**src/hdl/clock_gate_consts.vh**
```
// constants for the unit clock gating control block
`ifndef CLOCK_GATE_CONSTS_VH
`define CLOCK_GATE_CONSTS_VH

// ==========================================================
// register offsets (byte addresses, 12-bit window)
`define OFS_RUN_GATE 12'h108
`define OFS_SLEEP_GATE 12'h118
`define OFS_DEEP_GATE 12'h128
`define OFS_RUN_CFG 12'h200
`define OFS_INT_STATUS 12'h204
`define OFS_INT_MASK 12'h208
`define OFS_MODE_STATUS 12'h20C
`define OFS_FAULT_INFO 12'h210

// ==========================================================
// gating register fields
`define BIT_PORT_A 0
`define BIT_PORT_G 6
`define BIT_ETH_MAC 28
`define BIT_ETH_PHY 30
`define GATE_WMASK 32'h5000007F
`define GATE_RESET 32'h00000000

// ==========================================================
// run clock configuration fields
`define BIT_AUTO_GATING 0
`define RUN_CFG_RESET 32'h00000000

// ==========================================================
// interrupt status fields
`define INT_BIT_FAULT 0
`define INT_BIT_SLEEP 1
`define INT_BIT_DEEP 2
`define INT_BIT_WAKE 3
`define INT_WIDTH 4
`define INT_RESET 4'h0

// ==========================================================
// unit indices seen on the unit access port
`define UNIT_ETH_MAC 4'h7
`define UNIT_ETH_PHY 4'h8
`define UNIT_COUNT 9

`endif

```
**src/hdl/clock_gate_ctrl.v**
```verilog
// unit clock gating control with apb registers and mode selection
//
// Overview of operation
// - set bit clocks unit, clear bit stops it
// - access to unclocked unit raises bus fault
// - reset clears every gating bit
// - mode picks run, sleep or deep register
// - sleep registers used only with auto gating
// - bit 6 enables port g clock
// - reserved bits read zero, ignore writes
// - bit 30 enables ethernet phy clock
// - bit 28 enables ethernet mac clock
// - bits 0 to 5 enable ports a-f
`timescale 1ns/100ps
`include "clock_gate_consts.vh"

module clock_gate_ctrl (
	// clock, reset, enable
	input wire pclk,
	input wire presetn,
	input wire clk_en,
	// apb slave
	input wire psel,
	input wire penable,
	input wire pwrite,
	input wire [11:0] paddr,
	input wire [31:0] pwdata,
	output wire pready,
	output wire [31:0] prdata,
	output wire pslverr,
	// operating mode requests
	input wire sleep_mode,
	input wire deep_sleep_mode,
	// unit access check
	input wire unit_req,
	input wire [3:0] unit_sel,
	output wire unit_fault,
	// unit clock enables
	output wire port_a_clock_enable,
	output wire port_b_clock_enable,
	output wire port_c_clock_enable,
	output wire port_d_clock_enable,
	output wire port_e_clock_enable,
	output wire port_f_clock_enable,
	output wire port_g_clock_enable,
	output wire ethernet_mac_clock_enable,
	output wire ethernet_phy_clock_enable,
	// interrupt
	output wire irq
);

localparam [1:0] MODE_RUN = 2'h0;
localparam [1:0] MODE_SLEEP = 2'h1;
localparam [1:0] MODE_DEEP = 2'h2;

// ==========================================================
// apb decode
wire setup_phase;
wire access_phase;
wire wr_access;
reg addr_hit;

assign setup_phase = psel && !penable;
assign access_phase = psel && penable;
// a frozen block stretches the access instead of dropping it
assign pready = clk_en;
assign wr_access = access_phase && pwrite && clk_en;

always @* begin
	case (paddr)
		`OFS_RUN_GATE: addr_hit = 1'b1;
		`OFS_SLEEP_GATE: addr_hit = 1'b1;
		`OFS_DEEP_GATE: addr_hit = 1'b1;
		`OFS_RUN_CFG: addr_hit = 1'b1;
		`OFS_INT_STATUS: addr_hit = 1'b1;
		`OFS_INT_MASK: addr_hit = 1'b1;
		`OFS_MODE_STATUS: addr_hit = 1'b1;
		`OFS_FAULT_INFO: addr_hit = 1'b1;
		default: addr_hit = 1'b0;
	endcase
end

assign pslverr = access_phase && !addr_hit;

// ==========================================================
// gating registers
wire [31:0] run_unit_clock_gate_2;
wire [31:0] sleep_unit_clock_gate_2;
wire [31:0] deep_sleep_unit_clock_gate_2;
wire wr_run_gate;
wire wr_sleep_gate;
wire wr_deep_gate;

assign wr_run_gate = wr_access && (paddr == `OFS_RUN_GATE);
assign wr_sleep_gate = wr_access && (paddr == `OFS_SLEEP_GATE);
assign wr_deep_gate = wr_access && (paddr == `OFS_DEEP_GATE);

gate_reg u_run_gate (
	.pclk(pclk),
	.presetn(presetn),
	.clk_en(clk_en),
	.wr_en(wr_run_gate),
	.wdata(pwdata),
	.q(run_unit_clock_gate_2)
);

gate_reg u_sleep_gate (
	.pclk(pclk),
	.presetn(presetn),
	.clk_en(clk_en),
	.wr_en(wr_sleep_gate),
	.wdata(pwdata),
	.q(sleep_unit_clock_gate_2)
);

gate_reg u_deep_gate (
	.pclk(pclk),
	.presetn(presetn),
	.clk_en(clk_en),
	.wr_en(wr_deep_gate),
	.wdata(pwdata),
	.q(deep_sleep_unit_clock_gate_2)
);

// ==========================================================
// run clock configuration, only the auto gating select is kept
reg auto_gating_select_ff;

always @(posedge pclk or negedge presetn) begin
	if (!presetn) begin
		auto_gating_select_ff <= 1'b0;
	end else if (wr_access && (paddr == `OFS_RUN_CFG)) begin
		auto_gating_select_ff <= pwdata[`BIT_AUTO_GATING];
	end
end

// ==========================================================
// operating mode tracking
reg [1:0] mode_ff;
reg [1:0] nxt_mode;

always @* begin
	if (deep_sleep_mode) begin
		nxt_mode = MODE_DEEP;
	end else if (sleep_mode) begin
		nxt_mode = MODE_SLEEP;
	end else begin
		nxt_mode = MODE_RUN;
	end
end

always @(posedge pclk or negedge presetn) begin
	if (!presetn) begin
		mode_ff <= MODE_RUN;
	end else if (clk_en) begin
		mode_ff <= nxt_mode;
	end
end

// ==========================================================
// enable selection by mode
reg [31:0] active_gate;

always @* begin
	case (mode_ff)
		MODE_RUN: begin
			active_gate = run_unit_clock_gate_2;
		end
		MODE_SLEEP: begin
			// without auto gating the run settings stay in force
			if (auto_gating_select_ff) begin
				active_gate = sleep_unit_clock_gate_2;
			end else begin
				active_gate = run_unit_clock_gate_2;
			end
		end
		MODE_DEEP: begin
			if (auto_gating_select_ff) begin
				active_gate = deep_sleep_unit_clock_gate_2;
			end else begin
				active_gate = run_unit_clock_gate_2;
			end
		end
		default: begin
			active_gate = run_unit_clock_gate_2;
		end
	endcase
end

// ports a..g, mac, phy in unit index order
wire [8:0] nxt_unit_en;
reg [8:0] unit_en_ff;

assign nxt_unit_en = {active_gate[`BIT_ETH_PHY],
	active_gate[`BIT_ETH_MAC],
	active_gate[`BIT_PORT_G],
	active_gate[`BIT_PORT_G-1:`BIT_PORT_A]};

always @(posedge pclk or negedge presetn) begin
	if (!presetn) begin
		unit_en_ff <= 9'h000;
	end else if (clk_en) begin
		unit_en_ff <= nxt_unit_en;
	end
end

assign port_a_clock_enable = unit_en_ff[0];
assign port_b_clock_enable = unit_en_ff[1];
assign port_c_clock_enable = unit_en_ff[2];
assign port_d_clock_enable = unit_en_ff[3];
assign port_e_clock_enable = unit_en_ff[4];
assign port_f_clock_enable = unit_en_ff[5];
assign port_g_clock_enable = unit_en_ff[6];
assign ethernet_mac_clock_enable = unit_en_ff[7];
assign ethernet_phy_clock_enable = unit_en_ff[8];

// ==========================================================
// unit access fault
wire unit_gated;
reg unit_fault_ff;
reg [3:0] fault_unit_ff;
reg fault_seen_ff;

unit_fault_check u_fault (
	.unit_sel(unit_sel),
	.unit_en(unit_en_ff),
	.gated(unit_gated)
);

always @(posedge pclk or negedge presetn) begin
	if (!presetn) begin
		unit_fault_ff <= 1'b0;
		fault_unit_ff <= 4'h0;
		fault_seen_ff <= 1'b0;
	end else if (clk_en) begin
		unit_fault_ff <= unit_req && unit_gated;
		if (unit_req && unit_gated) begin
			fault_unit_ff <= unit_sel;
			fault_seen_ff <= 1'b1;
		end
	end
end

assign unit_fault = unit_fault_ff;

// ==========================================================
// interrupt events, status and mask
wire [3:0] event_vec;
wire [3:0] int_w1c;
reg [3:0] int_status_ff;
reg [3:0] int_mask_ff;

assign event_vec[`INT_BIT_FAULT] = unit_fault_ff;
assign event_vec[`INT_BIT_SLEEP] = (mode_ff != MODE_SLEEP) && (nxt_mode == MODE_SLEEP);
assign event_vec[`INT_BIT_DEEP] = (mode_ff != MODE_DEEP) && (nxt_mode == MODE_DEEP);
assign event_vec[`INT_BIT_WAKE] = (mode_ff != MODE_RUN) && (nxt_mode == MODE_RUN);

assign int_w1c = (wr_access && (paddr == `OFS_INT_STATUS)) ? pwdata[3:0] : 4'h0;

always @(posedge pclk or negedge presetn) begin
	if (!presetn) begin
		int_status_ff <= `INT_RESET;
		int_mask_ff <= `INT_RESET;
	end else if (clk_en) begin
		// a new event in the clearing cycle keeps its bit
		int_status_ff <= (int_status_ff & ~int_w1c) | event_vec;
		if (wr_access && (paddr == `OFS_INT_MASK)) begin
			int_mask_ff <= pwdata[3:0];
		end
	end
end

assign irq = |(int_status_ff & int_mask_ff);

// ==========================================================
// read data, captured in the setup cycle so it is a flop output
reg [31:0] rd_mux;
reg [31:0] prdata_ff;

always @* begin
	case (paddr)
		`OFS_RUN_GATE: rd_mux = run_unit_clock_gate_2;
		`OFS_SLEEP_GATE: rd_mux = sleep_unit_clock_gate_2;
		`OFS_DEEP_GATE: rd_mux = deep_sleep_unit_clock_gate_2;
		`OFS_RUN_CFG: rd_mux = {31'h00000000, auto_gating_select_ff};
		`OFS_INT_STATUS: rd_mux = {28'h0000000, int_status_ff};
		`OFS_INT_MASK: rd_mux = {28'h0000000, int_mask_ff};
		`OFS_MODE_STATUS: rd_mux = {7'h00, unit_en_ff, 14'h0000, mode_ff};
		`OFS_FAULT_INFO: rd_mux = {23'h000000, fault_seen_ff, 4'h0, fault_unit_ff};
		default: rd_mux = 32'h00000000;
	endcase
end

always @(posedge pclk or negedge presetn) begin
	if (!presetn) begin
		prdata_ff <= 32'h00000000;
	end else if (clk_en && setup_phase && !pwrite) begin
		prdata_ff <= rd_mux;
	end
end

assign prdata = prdata_ff;

endmodule

```
**src/hdl/gate_reg.v**
```verilog
// one gating register, only documented control bits are stored
`timescale 1ns/100ps
`include "clock_gate_consts.vh"

module gate_reg (
	// clock and reset
	input wire pclk,
	input wire presetn,
	input wire clk_en,
	// write port
	input wire wr_en,
	input wire [31:0] wdata,
	// contents
	output wire [31:0] q
);

localparam [31:0] WMASK = `GATE_WMASK;
localparam [31:0] RSTV = `GATE_RESET;

// ==========================================================
// per-bit storage
genvar i;
generate
	for (i = 0; i < 32; i = i + 1) begin : g_bit
		if (WMASK[i]) begin : g_rw
			reg bit_ff;
			always @(posedge pclk or negedge presetn) begin
				if (!presetn) begin
					bit_ff <= RSTV[i];
				end else if (clk_en && wr_en) begin
					bit_ff <= wdata[i];
				end
			end
			assign q[i] = bit_ff;
		end else begin : g_rsvd
			// reserved bits hold no flop: read zero, writes lost
			assign q[i] = 1'b0;
		end
	end
endgenerate

endmodule

```
**src/hdl/unit_fault_check.v**
```verilog
// decides whether an access to a unit meets a stopped clock
`timescale 1ns/100ps
`include "clock_gate_consts.vh"

module unit_fault_check (
	// unit access
	input wire [3:0] unit_sel,
	// active enables, ports a..g, mac, phy
	input wire [8:0] unit_en,
	// result
	output wire gated
);

// ==========================================================
// one-hot decode of the addressed unit
wire [8:0] hit;
genvar i;
generate
	for (i = 0; i < `UNIT_COUNT; i = i + 1) begin : g_hit
		assign hit[i] = ({28'h0000000, unit_sel} == i);
	end
endgenerate

// an unknown unit index has no clock at all, so it faults too
assign gated = ~|(hit & unit_en);

endmodule
```
**config.mk**
```make
export PLATFORM = sky130hd
export DESIGN_NAME = clock_gate_ctrl
export DESIGN_NICKNAME = d
export VERILOG_FILES = /design/src/hdl/clock_gate_ctrl.v /design/src/hdl/gate_reg.v /design/src/hdl/unit_fault_check.v
export VERILOG_INCLUDE_DIRS = /design/src /design/src/hdl
export SDC_FILE = /design/constraint.sdc
export NUM_CORES = 1
export LEC_CHECK = 0
export ABC_AREA = 0
export BUFFER_PORTS_ARGS = -buffer_cell sky130_fd_sc_hd__buf_4
export CAP_MARGIN = 20
export CORE_ASPECT_RATIO = 0.75
export CORE_MARGIN = 5
export CORE_UTILIZATION = 35
export CTS_CLUSTER_SIZE = 25
export DETAILED_ROUTE_END_ITERATION = 6
export PLACE_DENSITY = 0.59
export SYNTH_ARGS = -nofsm -noshare
export SYNTH_HDL_FRONTEND = slang
export SYNTH_SLANG_ARGS = --single-unit
```
**constraint.sdc**
```tcl
create_clock -name pclk -period 2.3 [get_ports pclk]
set_input_delay 0.115 -clock pclk [delete_from_list [all_inputs] [get_ports pclk]]
set_output_delay 0.115 -clock pclk [all_outputs]
set_load 0.01 [all_outputs]
```
==> impl_metrics.csv <==
group,metric,value,unit
logic_synthesis,synth_xor_area_share,0,%
timing,setup_viol_count_final,0,
critical_path,endpoint_kind,"flip-flop",
finish,diodes,0,
critical_path,r2r_setup_slack,0.45,ns
logic_synthesis,syn-mean-instance-area,10.99,um^2
logic_synthesis,ys.flop_type,"dfrtp_1",
finish,syn_to_final_growth,24.87,%
placed_design,portBuffers,65,
clock_tree,holdBufCountCts,1,
placed_design,pre_cts_slack,0.4608,ns
clock_tree,clk_pin_slew,0.06,ns
floorplanning,start_util,35.43,%
critical_path,r2r_end,"fault_unit_ff[1]",
timing,max_freq,0.5412,GHz
logic_synthesis,synth_top_area_cell,"dfrtp_1",
logic_synthesis,yosysMostFrequentCell,"dfrtp_1",
floorplanning,die_h,98.04,um
floorplanning,core,0.01021,mm^2
logic_synthesis,synth_edf_count,0,
clock_tree,clockRootBuffer,"clkbuf_16",
min_path,hold_depth,2,
clock_tree,post_cts_buffers,0,
placed_design,dpl.hpwl,7200,um
clock_tree,numCtsBuffers,9,
logic_synthesis,synth.distinct_cells,47,
route,firstDrtPassIters,4,
timing,skew,0.004426,ns
grt,grt_max_degree,73,
timing,rsz0062_at_grt,"no",
route,wl_met3,891,um
timing,tightestPinTransition,0.8936,ns
route,wl_per_cell,17.87,um
route,vias,2846,
critical_path,worst_ep_required_time,2.51,ns
timing,setup_slack,0.4524,ns
route,viasPerCell,5.232,
run,max-cap-violations,0,
pwr,ir_drop,0.3264,mV
grt,antenna_found_initial,0,
logic_synthesis,syn_area,0.003617,mm^2
clock_tree,cts.sinks,72,
logic_synthesis,synth_area_leaders,"dfrtp_1 (50%), mux2_2 (12%), a22oi_1 (3.9%)",
route,top_layer,"met4",
logic_synthesis,synth_common_cells,"dfrtp_1 (72), mux2_2 (37), nor2_1 (32)",
logic_synthesis,synth-adder-area-share,1.038,%
floorplanning,die_area,0.01249,mm^2
floorplanning,num_rows,32,
finish,final_layout_size_suffix_gt1_share,34.56,%
logic_synthesis,ys_seq_area_share,49.81,%
timing,holdWs,0.04038,ns
logic_synthesis,synthMuxAreaShare,13.42,%
grt,grt_pass1_vias,2842,
critical_path,critPathMaxFanout,6,
finish,nets,464,
route,drt_iter0_markers,297,
timing,final.period_utilization,80.33,%
critical_path,r2r_cells,6,
route,antenna_left,0,
route,met2_length,4217,um
logic_synthesis,synth-warning-count,0,
logic_synthesis,syn_inst,329,
placed_design,place_congestion,0.8871,
floorplanning,die_w,127.4,um
logic_synthesis,synth_top_area_share,49.81,%
route,drc_errors,0,
clock_tree,worst_skew_pair.late_latency,0.32,ns
logic_synthesis,async_flop_share,100.0,%
min_path,holdPathEnd,"u_deep_gate.g_bit[6].g_rw.bit_ff",
pwr,p_per_area,637.4,mW/mm^2
critical_path,critPathKind,"reg2reg",
timing,relSlewSlack,40.43,%
critical_path,crit_start,"unit_en_ff[6]",
route,drt-met1-wl,4538,um
clock_tree,cts_tree,"yes",
min_path,min_from,"pwdata[6]",
logic_synthesis,synth_compound_area_share,15.77,%
logic_synthesis,synth_top_family_by_area,"compound AO/OA/AOI/OAI gates",
critical_path,timing.rr.start,"unit_en_ff[6]",
critical_path,cp.arrival,2.05,ns
grt,grt_pass1_wl,15240,um
timing,final.min_clock_period,1.848,ns
grt,overflow,0,
critical_path,start_kind,"flip-flop",
logic_synthesis,synth-seq-cells,72,
min_path,worstHoldPathType,"in2reg",
clock_tree,htreeDepth,3,
route,drt-total-wl,9722,um
logic_synthesis,synthSimpleGateAreaFrac,14.74,%
pwr,power_leakage,2.094,nW
timing,fin_tns_setup,0,ns
timing,hold_viol,0,
finish,fill_cells,984,
clock_tree,cts_resized,0,
floorplanning,io_pins,102,
grt,grt_usage,15.69,%
status,status,"complete, no violations",
pwr,power.total,2.879,mW
timing,drv_slew,0,
clock_tree,cts.path.max_buffers,2,
cells in the final DEF (no fill, tap or decap), drive strengths merged, types with 2 or more instances in the layout:
master   count
buf         78
dfrtp       72
mux2        37
nor2        32
a21oi       27
nand2       26
a22oi       19
conb        13
o21ai       12
a22o        11
clkbuf      11
nor3         7
nand3        6
inv          5
nor4b        5
a211oi       4
nand4        3
nand2b       3
nor2b        3
a32oi        3
o2bb2ai      3
ha           3
clkinv       3
nor4         3
and3         2
mux2i        2
o22ai        2
mux4         2
per-layer routing:
metal  up-vias  global-route usage [%]
li1       1331                       -
met1      1387                   22.86
met2       120                   23.01
met5         -                       0
met3         8                   4.483
met4         0                   3.875
worst max-delay path, cell delays in order (launching register included):
cell	delay, ns
dfrtp_1	0.42
mux4_2	0.48
nand2b_1	0.09
nand4_1	0.13
o41ai_2	0.09
buf_4	0.20
mux2_2	0.33
how the worst max path moves through the flow:
stage,endpoint
2_1_floorplan,fault_unit_ff[0]
3_3_place_gp,fault_unit_ff[1]
3_5_place_dp,fault_unit_ff[0]
4_1_cts,fault_unit_ff[1]
5_1_grt,fault_unit_ff[1]
6_report,fault_unit_ff[1]
final cells by class:
cell class	count	area [um^2]	share of cell area [%]
inverters	5	18.77	0.4155
well taps	136	170.2	3.767
flip-flops and latches	72	1802	39.89
clock buffers	11	232.7	5.152
clock inverters	4	22.52	0.4986
repair buffers	79	595.6	13.19
multi-input cells	237	1675	37.09
registers in the layout (all words and copies together) (netlist names), 2 cells and up:
name                            count
unit_en_ff                          9
int_mask_ff                         4
mode_ff                             2
fault_unit_ff                       4
int_status_ff                       4
u_deep_gate.g_bit.g_rw.bit_ff       9
prdata                             19
u_sleep_gate.g_bit.g_rw.bit_ff      9
u_run_gate.g_bit.g_rw.bit_ff        9
report_power, final:
| group | leakage [nW] | total, mW | switching, mW | internal [mW] |
|---|---|---|---|---|
| sequential | 0.948 | 1.35 | 0.0386 | 1.31 |
| combinational | 1.02 | 0.314 | 0.180 | 0.135 |
| clock | 0.125 | 1.22 | 0.498 | 0.718 |
| total | 2.09 | 2.88 | 0.716 | 2.16 |
metrics by stage:
step                util [%]  std cells  cell area, um^2
global route           44.24        544             4517
CTS                    44.24        544             4517
global placement       41.64        528             4252
floorplan                  -        341             3662
detailed placement     41.64        528             4252
finish                 44.24        544             4517
cells by family after synthesis:
| family | count (synthesis) |
|---|---|
| simple gates | 95 |
| compound gates | 85 |
| flops | 72 |
| mux | 41 |
| buf+inv | 32 |
| fa+ha+maj | 3 |
| other cells | 1 |
(Power assumes the default switching activity.)
